==> src/pkg/plsl_cfg.svh <==
`ifndef PLSL_CFG_SVH
`define PLSL_CFG_SVH

// timing
`define CLK_PERIOD_NS    4
`define STRAP_SETTLE_NS  12
`define BLINK_NS         40000000

// register indices, byte address is four times the index
`define IDX_CTRL      8'h00
`define IDX_ADVERT    8'h04
`define IDX_STRAP     8'h10
`define IDX_INT       8'h1b
`define IDX_LEDCTL    8'h1e
`define IDX_CTRL2     8'h1f

// register bit positions
`define CTRL_SPEED    13
`define CTRL_ANEG     12
`define CTRL_ISO      10
`define CTRL_DUPLEX   8
`define ADV_100_LSB   7
`define ADV_100_MSB   8
`define INT_EN_LSB    8
`define INT_EV_W      3
`define LED_MODE_LSB  14
`define LED_MODE_MSB  15
`define CTRL2_POL     9
`define STRAP_DONE    16

// interrupt events
`define EV_LINK_UP    0
`define EV_LINK_DOWN  1
`define EV_SPEED      2

// strap vector positions
`define SP_DUPLEX     0
`define SP_ADDR2      1
`define SP_ADDR1      2
`define SP_ADDR0      3
`define SP_CFG2       4
`define SP_ISO        5
`define SP_CFG0       6
`define SP_CFG1       7
`define SP_ANEG       8
`define SP_SPEED      9
`define SP_W          10

// reset values
`define RST_CTRL      16'h3100
`define RST_ADVERT    16'h0180
`define RST_ADDR      5'h01
`define RST_IFMODE    3'h0

// interface mode codes
`define IFM_MII       3'h0
`define IFM_RESTORE   3'h4
`define IFM_B2B       3'h6

// led modes
`define LED_LINK_ACT  2'h0
`define LED_LINK_ONLY 2'h1

`endif

==> src/pkg/plsl_pkg.sv <==
package plsl_pkg;

    typedef enum logic [1:0] {
        ST_SETTLE,
        ST_CHECK,
        ST_RUN
    } plsl_state_t;

    typedef logic [2:0] plsl_iface_mode_t;
    typedef logic [1:0] plsl_led_mode_t;

endpackage

==> src/hw/plsl_top.sv <==
// The register addresses and the AHB-Lite slave port are this design's own decisions.
`timescale 1ns/1ns
`include "plsl_cfg.svh"
module plsl_top #(
    parameter int unsigned BLINK_CYCLES = `BLINK_NS / `CLK_PERIOD_NS,
    parameter int unsigned BLINK_W      = 24
) (
    // clock and reset
    input  wire logic                    hclk,
    input  wire logic                    hresetn,
    // ahb-lite slave
    input  wire logic                    hsel,
    input  wire logic [31:0]             haddr,
    input  wire logic [1:0]              htrans,
    input  wire logic                    hwrite,
    input  wire logic [2:0]              hsize,
    input  wire logic [31:0]             hwdata,
    input  wire logic                    hready,
    output logic      [31:0]             hrdata,
    output logic                         hreadyout,
    output logic                         hresp,
    // receive data pins, strap inputs during reset
    input  wire logic [3:0]              rxd_i,
    output logic      [3:0]              rxd_o,
    output logic      [3:0]              rxd_oe,
    input  wire logic                    rxdv_i,
    output logic                         rxdv_o,
    output logic                         rxdv_oe,
    input  wire logic                    rxer_i,
    output logic                         rxer_o,
    output logic                         rxer_oe,
    input  wire logic                    col_i,
    output logic                         col_o,
    output logic                         col_oe,
    input  wire logic                    crs_i,
    output logic                         crs_o,
    output logic                         crs_oe,
    // indicator pins, strap inputs during reset
    input  wire logic                    link_activity_indicator_i,
    output logic                         link_activity_indicator_o,
    output logic                         link_activity_indicator_oe,
    input  wire logic                    speed_activity_indicator_i,
    output logic                         speed_activity_indicator_o,
    output logic                         speed_activity_indicator_oe,
    // interrupt pin
    output logic                         interrupt_output,
    // mii transmit pins
    input  wire logic                    mii_tx_en,
    input  wire logic [3:0]              mii_txd,
    // device datapath
    input  wire logic [3:0]              rx_data,
    input  wire logic                    rx_valid,
    input  wire logic                    rx_error,
    input  wire logic                    col_det,
    input  wire logic                    crs_det,
    input  wire logic                    link_up,
    input  wire logic                    speed_100_stat,
    input  wire logic                    activity,
    output logic      [3:0]              tx_data,
    output logic                         tx_en,
    // strapped configuration
    output logic                         strap_done,
    output logic      [4:0]              mgmt_addr,
    output plsl_pkg::plsl_iface_mode_t   iface_mode,
    output logic                         iface_mode_reserved,
    output logic                         isolate,
    output logic                         speed_sel_100,
    output logic                         autoneg_en,
    output logic                         duplex_half
);
    import plsl_pkg::*;

    localparam int unsigned SETTLE_CYC =
        (`STRAP_SETTLE_NS + `CLK_PERIOD_NS - 1) / `CLK_PERIOD_NS;

    function automatic logic [7:0] reg_idx(input logic [31:0] a);
        reg_idx = a[9:2];
    endfunction

    function automatic logic in_map(input logic [31:0] a);
        logic [7:0] i;
        i = reg_idx(a);
        in_map = (a[31:10] == 22'h0) && (i == `IDX_CTRL ||
                 i == `IDX_ADVERT || i == `IDX_STRAP || i == `IDX_INT ||
                 i == `IDX_LEDCTL || i == `IDX_CTRL2);
    endfunction

    // ---------------- pin synchronisers ----------------
    logic [`SP_W-1:0] sp1_q, sp2_q, sp3_q;
    logic [4:0]       tx1_q, tx2_q, tx3_q;

    always_ff @(posedge hclk or negedge hresetn) begin
        if (!hresetn) begin
            sp1_q <= '0;
            sp2_q <= '0;
            sp3_q <= '0;
            tx1_q <= '0;
            tx2_q <= '0;
            tx3_q <= '0;
        end else begin
            sp1_q <= {speed_activity_indicator_i, link_activity_indicator_i,
                      crs_i, col_i, rxer_i, rxdv_i, rxd_i};
            sp2_q <= sp1_q;
            sp3_q <= sp2_q;
            tx1_q <= {mii_tx_en, mii_txd};
            tx2_q <= tx1_q;
            tx3_q <= tx2_q;
        end
    end

    // ---------------- strap capture ----------------
    plsl_state_t      st_q, st_d;
    logic [3:0]       settle_q, settle_d;
    logic [2:0]       addr_q, addr_d;
    plsl_iface_mode_t ifm_q, ifm_d;
    logic             capture;

    always_comb begin
        st_d     = st_q;
        settle_d = settle_q;
        capture  = 1'b0;
        unique case (st_q)
            ST_SETTLE: begin
                settle_d = settle_q + 4'h1;
                if (settle_q == 4'(SETTLE_CYC)) begin
                    st_d = ST_CHECK;
                end
            end
            ST_CHECK: begin
                if (sp2_q == sp3_q) begin
                    capture = 1'b1;
                    st_d    = ST_RUN;
                end
            end
            ST_RUN: begin
                st_d = ST_RUN;
            end
        endcase
        addr_d = addr_q;
        ifm_d  = ifm_q;
        if (capture) begin
            addr_d = {sp3_q[`SP_ADDR2], sp3_q[`SP_ADDR1], sp3_q[`SP_ADDR0]};
            ifm_d  = {sp3_q[`SP_CFG2], sp3_q[`SP_CFG1], sp3_q[`SP_CFG0]};
        end
    end

    always_ff @(posedge hclk or negedge hresetn) begin
        if (!hresetn) begin
            st_q     <= ST_SETTLE;
            settle_q <= '0;
            addr_q   <= 3'(`RST_ADDR);
            ifm_q    <= `RST_IFMODE;
        end else begin
            st_q     <= st_d;
            settle_q <= settle_d;
            addr_q   <= addr_d;
            ifm_q    <= ifm_d;
        end
    end

    // ---------------- ahb-lite slave ----------------
    logic        wr_q, wr_d;
    logic        rd_q, rd_d;
    logic [7:0]  aidx_q, aidx_d;
    logic        amap_q, amap_d;
    logic [31:0] hrdata_q, hrdata_d;
    logic        hready_q, hready_d;
    logic        take;

    logic [15:0] ctrl_q, ctrl_d;
    logic [15:0] adv_q, adv_d;
    logic [`INT_EV_W-1:0] ist_q, ist_d;
    logic [`INT_EV_W-1:0] ien_q, ien_d;
    logic [15:0] ledctl_q, ledctl_d;
    logic [15:0] ctrl2_q, ctrl2_d;
    logic [`INT_EV_W-1:0] ev;
    logic        wr_now;

    assign take   = hsel && htrans[1] && hready;
    assign wr_now = wr_q && amap_q;

    function automatic logic [31:0] rd_mux(input logic [7:0] i);
        rd_mux = 32'h0;
        unique case (i)
            `IDX_CTRL:   rd_mux = {16'h0, ctrl_q};
            `IDX_ADVERT: rd_mux = {16'h0, adv_q};
            `IDX_STRAP:  rd_mux = {15'h0, (st_q == ST_RUN),
                                   5'h0, ifm_q, 3'h0, 2'b00, addr_q};
            `IDX_INT:    rd_mux = {16'h0, 5'h0, ien_q, 5'h0, ist_q};
            `IDX_LEDCTL: rd_mux = {16'h0, ledctl_q};
            `IDX_CTRL2:  rd_mux = {16'h0, ctrl2_q};
            default:     rd_mux = 32'h0;
        endcase
    endfunction

    always_comb begin
        wr_d     = 1'b0;
        rd_d     = 1'b0;
        aidx_d   = aidx_q;
        amap_d   = amap_q;
        hrdata_d = hrdata_q;
        hready_d = 1'b1;
        if (take) begin
            wr_d   = hwrite;
            rd_d   = !hwrite;
            aidx_d = reg_idx(haddr);
            amap_d = in_map(haddr);
            if (!hwrite) begin
                // one wait state so a read sees a write just before it
                hready_d = 1'b0;
            end
        end
        if (rd_q) begin
            hrdata_d = amap_q ? rd_mux(aidx_q) : 32'h0;
        end
    end

    always_ff @(posedge hclk or negedge hresetn) begin
        if (!hresetn) begin
            wr_q     <= 1'b0;
            rd_q     <= 1'b0;
            aidx_q   <= '0;
            amap_q   <= 1'b0;
            hrdata_q <= '0;
            hready_q <= 1'b1;
        end else begin
            wr_q     <= wr_d;
            rd_q     <= rd_d;
            aidx_q   <= aidx_d;
            amap_q   <= amap_d;
            hrdata_q <= hrdata_d;
            hready_q <= hready_d;
        end
    end

    // ---------------- registers ----------------
    logic link_p_q, spd_p_q;

    always_comb begin
        ev = '0;
        ev[`EV_LINK_UP]   = link_up && !link_p_q;
        ev[`EV_LINK_DOWN] = !link_up && link_p_q;
        ev[`EV_SPEED]     = link_up && (speed_100_stat != spd_p_q);
        ctrl_d   = ctrl_q;
        adv_d    = adv_q;
        ien_d    = ien_q;
        ledctl_d = ledctl_q;
        ctrl2_d  = ctrl2_q;
        ist_d    = ist_q;
        if (wr_now) begin
            unique case (aidx_q)
                `IDX_CTRL:   ctrl_d   = hwdata[15:0];
                `IDX_ADVERT: adv_d    = hwdata[15:0];
                `IDX_INT: begin
                    ien_d = hwdata[`INT_EN_LSB +: `INT_EV_W];
                    ist_d = ist_q & ~hwdata[`INT_EV_W-1:0];
                end
                `IDX_LEDCTL: ledctl_d = hwdata[15:0];
                `IDX_CTRL2:  ctrl2_d  = hwdata[15:0];
                default:     ctrl_d   = ctrl_q;
            endcase
        end
        ist_d = ist_d | ev;
        if (capture) begin
            ctrl_d[`CTRL_ISO]    = sp3_q[`SP_ISO];
            ctrl_d[`CTRL_SPEED]  = sp3_q[`SP_SPEED];
            ctrl_d[`CTRL_DUPLEX] = sp3_q[`SP_DUPLEX];
            ctrl_d[`CTRL_ANEG]   = sp3_q[`SP_ANEG];
            adv_d[`ADV_100_MSB:`ADV_100_LSB] = {2{sp3_q[`SP_SPEED]}};
        end
    end

    always_ff @(posedge hclk or negedge hresetn) begin
        if (!hresetn) begin
            ctrl_q   <= `RST_CTRL;
            adv_q    <= `RST_ADVERT;
            ien_q    <= '0;
            ist_q    <= '0;
            ledctl_q <= '0;
            ctrl2_q  <= '0;
            link_p_q <= 1'b0;
            spd_p_q  <= 1'b0;
        end else begin
            ctrl_q   <= ctrl_d;
            adv_q    <= adv_d;
            ien_q    <= ien_d;
            ist_q    <= ist_d;
            ledctl_q <= ledctl_d;
            ctrl2_q  <= ctrl2_d;
            link_p_q <= link_up;
            spd_p_q  <= speed_100_stat;
        end
    end

    // ---------------- indicators ----------------
    logic [BLINK_W-1:0] bcnt_q, bcnt_d;
    logic               blink_q, blink_d;
    plsl_led_mode_t     lmode;
    logic               link_activity_indicator_d, speed_activity_indicator_d;

    assign lmode = ledctl_q[`LED_MODE_MSB:`LED_MODE_LSB];

    always_comb begin
        bcnt_d  = '0;
        blink_d = 1'b0;
        if (activity) begin
            bcnt_d  = bcnt_q + 1'b1;
            blink_d = blink_q;
            if (bcnt_q == BLINK_W'(BLINK_CYCLES - 1)) begin
                bcnt_d  = '0;
                blink_d = !blink_q;
            end
        end
        link_activity_indicator_d = 1'b1;
        speed_activity_indicator_d = 1'b1;
        unique case (lmode)
            `LED_LINK_ACT: begin
                link_activity_indicator_d = !link_up ? 1'b1 : (activity && blink_q);
                speed_activity_indicator_d = !speed_100_stat;
            end
            `LED_LINK_ONLY: begin
                link_activity_indicator_d = !link_up;
                speed_activity_indicator_d = !(activity && blink_q);
            end
            default: begin
                link_activity_indicator_d = 1'b1;
                speed_activity_indicator_d = 1'b1;
            end
        endcase
    end

    always_ff @(posedge hclk or negedge hresetn) begin
        if (!hresetn) begin
            bcnt_q  <= '0;
            blink_q <= 1'b0;
        end else begin
            bcnt_q  <= bcnt_d;
            blink_q <= blink_d;
        end
    end

    // ---------------- pins and outputs ----------------
    logic       run;
    logic       mii_oe;
    logic [4:0] tx_ok;
    logic [4:0] txs_q, txs_d;
    logic       irq_act;

    assign run     = (st_q == ST_RUN);
    assign mii_oe  = run && !ctrl_q[`CTRL_ISO];
    assign tx_ok   = ~(tx2_q ^ tx3_q);
    assign irq_act = |(ist_q & ien_q);

    always_comb begin
        txs_d = (tx3_q & tx_ok) | (txs_q & ~tx_ok);
    end

    always_ff @(posedge hclk or negedge hresetn) begin
        if (!hresetn) begin
            txs_q                       <= '0;
            rxd_o                       <= '0;
            rxd_oe                      <= '0;
            rxdv_o                      <= 1'b0;
            rxdv_oe                     <= 1'b0;
            rxer_o                      <= 1'b0;
            rxer_oe                     <= 1'b0;
            col_o                       <= 1'b0;
            col_oe                      <= 1'b0;
            crs_o                       <= 1'b0;
            crs_oe                      <= 1'b0;
            link_activity_indicator_o   <= 1'b1;
            link_activity_indicator_oe  <= 1'b0;
            speed_activity_indicator_o  <= 1'b1;
            speed_activity_indicator_oe <= 1'b0;
            interrupt_output            <= 1'b1;
            tx_data                     <= '0;
            tx_en                       <= 1'b0;
        end else begin
            txs_q                       <= txs_d;
            rxd_o                       <= rx_valid ? rx_data : 4'h0;
            rxd_oe                      <= {4{mii_oe}};
            rxdv_o                      <= rx_valid;
            rxdv_oe                     <= mii_oe;
            rxer_o                      <= rx_error;
            rxer_oe                     <= mii_oe;
            col_o                       <= col_det;
            col_oe                      <= mii_oe;
            crs_o                       <= crs_det;
            crs_oe                      <= mii_oe;
            link_activity_indicator_o   <= link_activity_indicator_d;
            link_activity_indicator_oe  <= run;
            speed_activity_indicator_o  <= speed_activity_indicator_d;
            speed_activity_indicator_oe <= run;
            interrupt_output            <= ctrl2_q[`CTRL2_POL] ? irq_act : !irq_act;
            tx_en                       <= txs_q[4] && !ctrl_q[`CTRL_ISO];
            tx_data                     <= (txs_q[4] && !ctrl_q[`CTRL_ISO]) ? txs_q[3:0] : 4'h0;
        end
    end

    always_ff @(posedge hclk or negedge hresetn) begin
        if (!hresetn) begin
            strap_done          <= 1'b0;
            mgmt_addr           <= `RST_ADDR;
            iface_mode          <= `RST_IFMODE;
            iface_mode_reserved <= 1'b0;
            isolate             <= 1'b0;
            speed_sel_100       <= 1'b1;
            autoneg_en          <= 1'b1;
            duplex_half         <= 1'b1;
        end else begin
            strap_done          <= run;
            mgmt_addr           <= {2'b00, addr_q};
            iface_mode          <= ifm_q;
            iface_mode_reserved <= !(ifm_q == `IFM_MII || ifm_q == `IFM_RESTORE ||
                                     ifm_q == `IFM_B2B);
            isolate             <= ctrl_q[`CTRL_ISO];
            speed_sel_100       <= ctrl_q[`CTRL_SPEED];
            autoneg_en          <= ctrl_q[`CTRL_ANEG];
            duplex_half         <= ctrl_q[`CTRL_DUPLEX];
        end
    end

    assign hrdata    = hrdata_q;
    assign hreadyout = hready_q;
    assign hresp     = 1'b0;

endmodule

==> config.mk <==
export PLATFORM = sky130hd
export DESIGN_NAME = plsl_top
export DESIGN_NICKNAME = d
export VERILOG_FILES = /design/src/pkg/plsl_pkg.sv /design/src/hw/plsl_top.sv
export VERILOG_INCLUDE_DIRS = /design/src /design/src/pkg
export SDC_FILE = /design/constraint.sdc
export NUM_CORES = 1
export LEC_CHECK = 0
export BUFFER_PORTS_ARGS = -buffer_cell sky130_fd_sc_hd__buf_2
export CORE_ASPECT_RATIO = 0.75
export CORE_UTILIZATION = 38
export DETAILED_ROUTE_END_ITERATION = 6
export PLACE_DENSITY = 0.55
export SLEW_MARGIN = 15
export SYNTH_ARGS = -nofsm -noshare
export SYNTH_HDL_FRONTEND = slang
export SYNTH_SLANG_ARGS = --single-unit
==> constraint.sdc <==
create_clock -name hclk -period 4.6 [get_ports hclk]
set_input_delay 0.23 -clock hclk [delete_from_list [all_inputs] [get_ports hclk]]
set_output_delay 0.23 -clock hclk [all_outputs]
set_load 0.02 [all_outputs]
==> qor.csv <==
metric,value,unit
worstPathRequired,5.03,ns
hold_viol_final,0,
cts_resized,0,
min_period,2.972,ns
port_buffers,133,
cp_max_fo,24,
place_inst,1082,
reg2reg_to,adv_q[7],
layout.area.seq,5448,µm²
min_period_over_period,64.60,%
hp-class,in2reg,
yosys_warnings,0,
async_reset_ff_share,100.0,%
holdPathEnd,amap_q,
violations,DRC,
final_cells,1170,
die_x,179.2,µm
rsz0062_at_grt,false,
cts-root-buf,clkbuf_16,
num_antenna_cells,0,
worst_pin_slew,1.130,ns
h-tree-depth,1,
relSlewSlack,24.65,%
rows,48,
grt_max_degree,123,
p_per_area,415.7,nW/µm²
final_cell_mix,"dfrtp_1, buf_2, mux2_2",
vias,5887,
final_common_cell,dfrtp_1,
reg2reg_depth,5,
p_leak,5.051,nW
synth_top_area_share,56.77,%
multi_input_area,3166,µm²
antenna_found_initial,0,
nNetsFinal,958,
place_congestion,0.7887,
area_growth,23.24,%
routed_wl,20020,µm
dieArea,24170,µm²
drc,13,
cts-root-to-sink-buffers,3,
ant_nets,0,
grt_pass1_vias,6186,
status,finished with violations,
mappedNetlistArea,8949,µm²
rrSetupSlack,1.63,ns
grt.total_usage,17.08,%
clock_sinks,217,
ioPinCount,174,
post_cts_buffers,0,
clock.fmax,336.5,MHz
ys_top_cells_by_area,"dfrtp_1, mux2_2, dfstp_2",
final-setup-viol-count,0,
ys_ff_latch,217,
insertion_delay,0.51,ns
tritoncts,built,
synth_top_cell_by_area,dfrtp_1,
hpwlAfterDp,13150,µm
ir_worst_vdd,231.9,µV
syn_avg_cell_area,13.18,µm²
final.setup.tns,0,ns
ys_seq_area_share,60.88,%
initial_core_util,38.80,%
path_clk_slew,0.06,ns
fp.dieH,134.9,µm
synthFlopType,dfrtp_1,
crit_arrival,3.40,ns
grt-ovfl-total,0,
regToRegStartpoint,aidx_q[2],
critical_path_class,reg2reg,
coreArea,23060,µm²
drive_gt1_share,33.68,%
dr.pass1.iters,6,
drt_iter0_markers,285,
grt_first_pass_wirelength,32260,µm
finClkSkew,0.009480,ns
cts-buffers-inserted,23,
min_path_cells,4,
finalMaxSlewViolations,0,
cap_viol_max_count,0,
synth-edff-count,0,
vias_per_cell,5.032,
synth_cells,679,
worst_setup_path_end_kind,flip-flop,
wl_per_cell,17.11,µm
start_kind,flip-flop,
hold_start,haddr[27],
fillCellCount,2111,
synth_cell_types,56,
repair_timing:
item / in CTS / in global routing
endpoints found under the hold margin: 174 / 0
setup endpoints to repair: 0 / 0
hold buffers: 46 / 0
kinds of logic (layout without fill, tap and decap cells):
kind of cell | count (synthesis) | in the layout | synth area share, %
other | 1 | 18 | 0.04191
and+or+nand+nor | 146 | 146 | 9.145
muxes | 119 | 119 | 14.78
xor gates and xnor gates | 29 | 29 | 2.838
AOI/OAI and AO/OA | 85 | 85 | 6.599
adders and majority gates | 10 | 10 | 1.258
DFF | 217 | 217 | 60.88
buffers and inverters | 72 | 246 | 4.460
critical path, stage by stage, from the launching register on:
cell     delay [ns]
dfrtp_1        1.08
nand3_1        0.36
or3_1          0.63
buf_4          0.28
mux2_2         0.27
mux2_2         0.26
power breakdown:
part           total (mW)  switching (mW)  internal, mW
clock                1.89           0.744          1.14
combinational       0.578           0.327         0.251
sequential           2.12          0.0954          2.02
synthesized netlist by cell type (3+ instances only):
library cell,n
dfrtp_1,203
o211ai_1,3
nor2_1,24
buf_1,4
and2_1,12
o2bb2ai_1,12
nand3_1,16
buf_4,28
or3_1,10
inv_1,17
and3_1,3
clkbuf_1,13
o31ai_1,4
buf_2,7
a21oi_1,17
or4_1,4
dfstp_2,14
a31oi_1,7
xnor2_1,11
nor4_1,11
o22a_1,10
mux2_2,89
ha_1,5
nand2_1,21
mux2_4,4
nand4_1,12
a22oi_1,6
maj3_1,5
xor2_1,18
nor3_1,17
mux2i_1,26
o21ai_0,13
and4_1,3
how the worst max path moves through the flow:
| stage | from | endpoint | slack, ns | cells after the start |
|---|---|---|---|---|
| floorplan | aidx_q[5] | ctrl_q[10] | 2.35 | 6 |
| global placement | aidx_q[2] | adv_q[7] | 1.67 | 5 |
| detailed placement | aidx_q[2] | adv_q[7] | 1.61 | 5 |
| CTS | aidx_q[2] | adv_q[7] | 1.60 | 5 |
| global route | aidx_q[2] | adv_q[8] | 1.44 | 5 |
| finish | aidx_q[2] | adv_q[7] | 1.63 | 5 |
flip-flops by register name (all words and copies together), names as in the netlist, 16 cells and up, named ones only:
name      flops
bcnt_q       24
hrdata       17
adv_q        16
ctrl2_q      16
ctrl_q       16
ledctl_q     16
layout make-up:
| class | instances | area share, % |
|---|---|---|
| clock buffer | 33 | 6.195 |
| timing repair buffer | 186 | 10.77 |
| multi-input combinational | 407 | 28.70 |
| clock inverter | 9 | 0.9190 |
| inverter | 18 | 0.6127 |
| tap | 300 | 3.404 |
| sequential | 217 | 49.40 |
per-stage QoR:
step                cell area (µm²)  hold slack (ns)  utilization (%)  power (mW)  setup slack [ns]
floorplan                      9012         -0.06559                -       2.538             2.351
global placement               9783           0.3338            42.42       2.666             1.671
detailed placement             9783           0.3347            42.42       2.703             1.605
CTS                           11030        0.0008268            47.82       4.645             1.603
global route                  11030          0.02251            47.82       4.791             1.440
finish                        11030          0.01571            47.82       4.585             1.628
routing by layer:
metal / part of all wire, % / track usage (%)
met2: 49 / 28.38
met3: 4.3 / 3.041
met5: 0 / 0
met4: 2.1 / 5.322
met1: 45 / 22.73
Note: power is estimated with default switching activity, not from simulation.
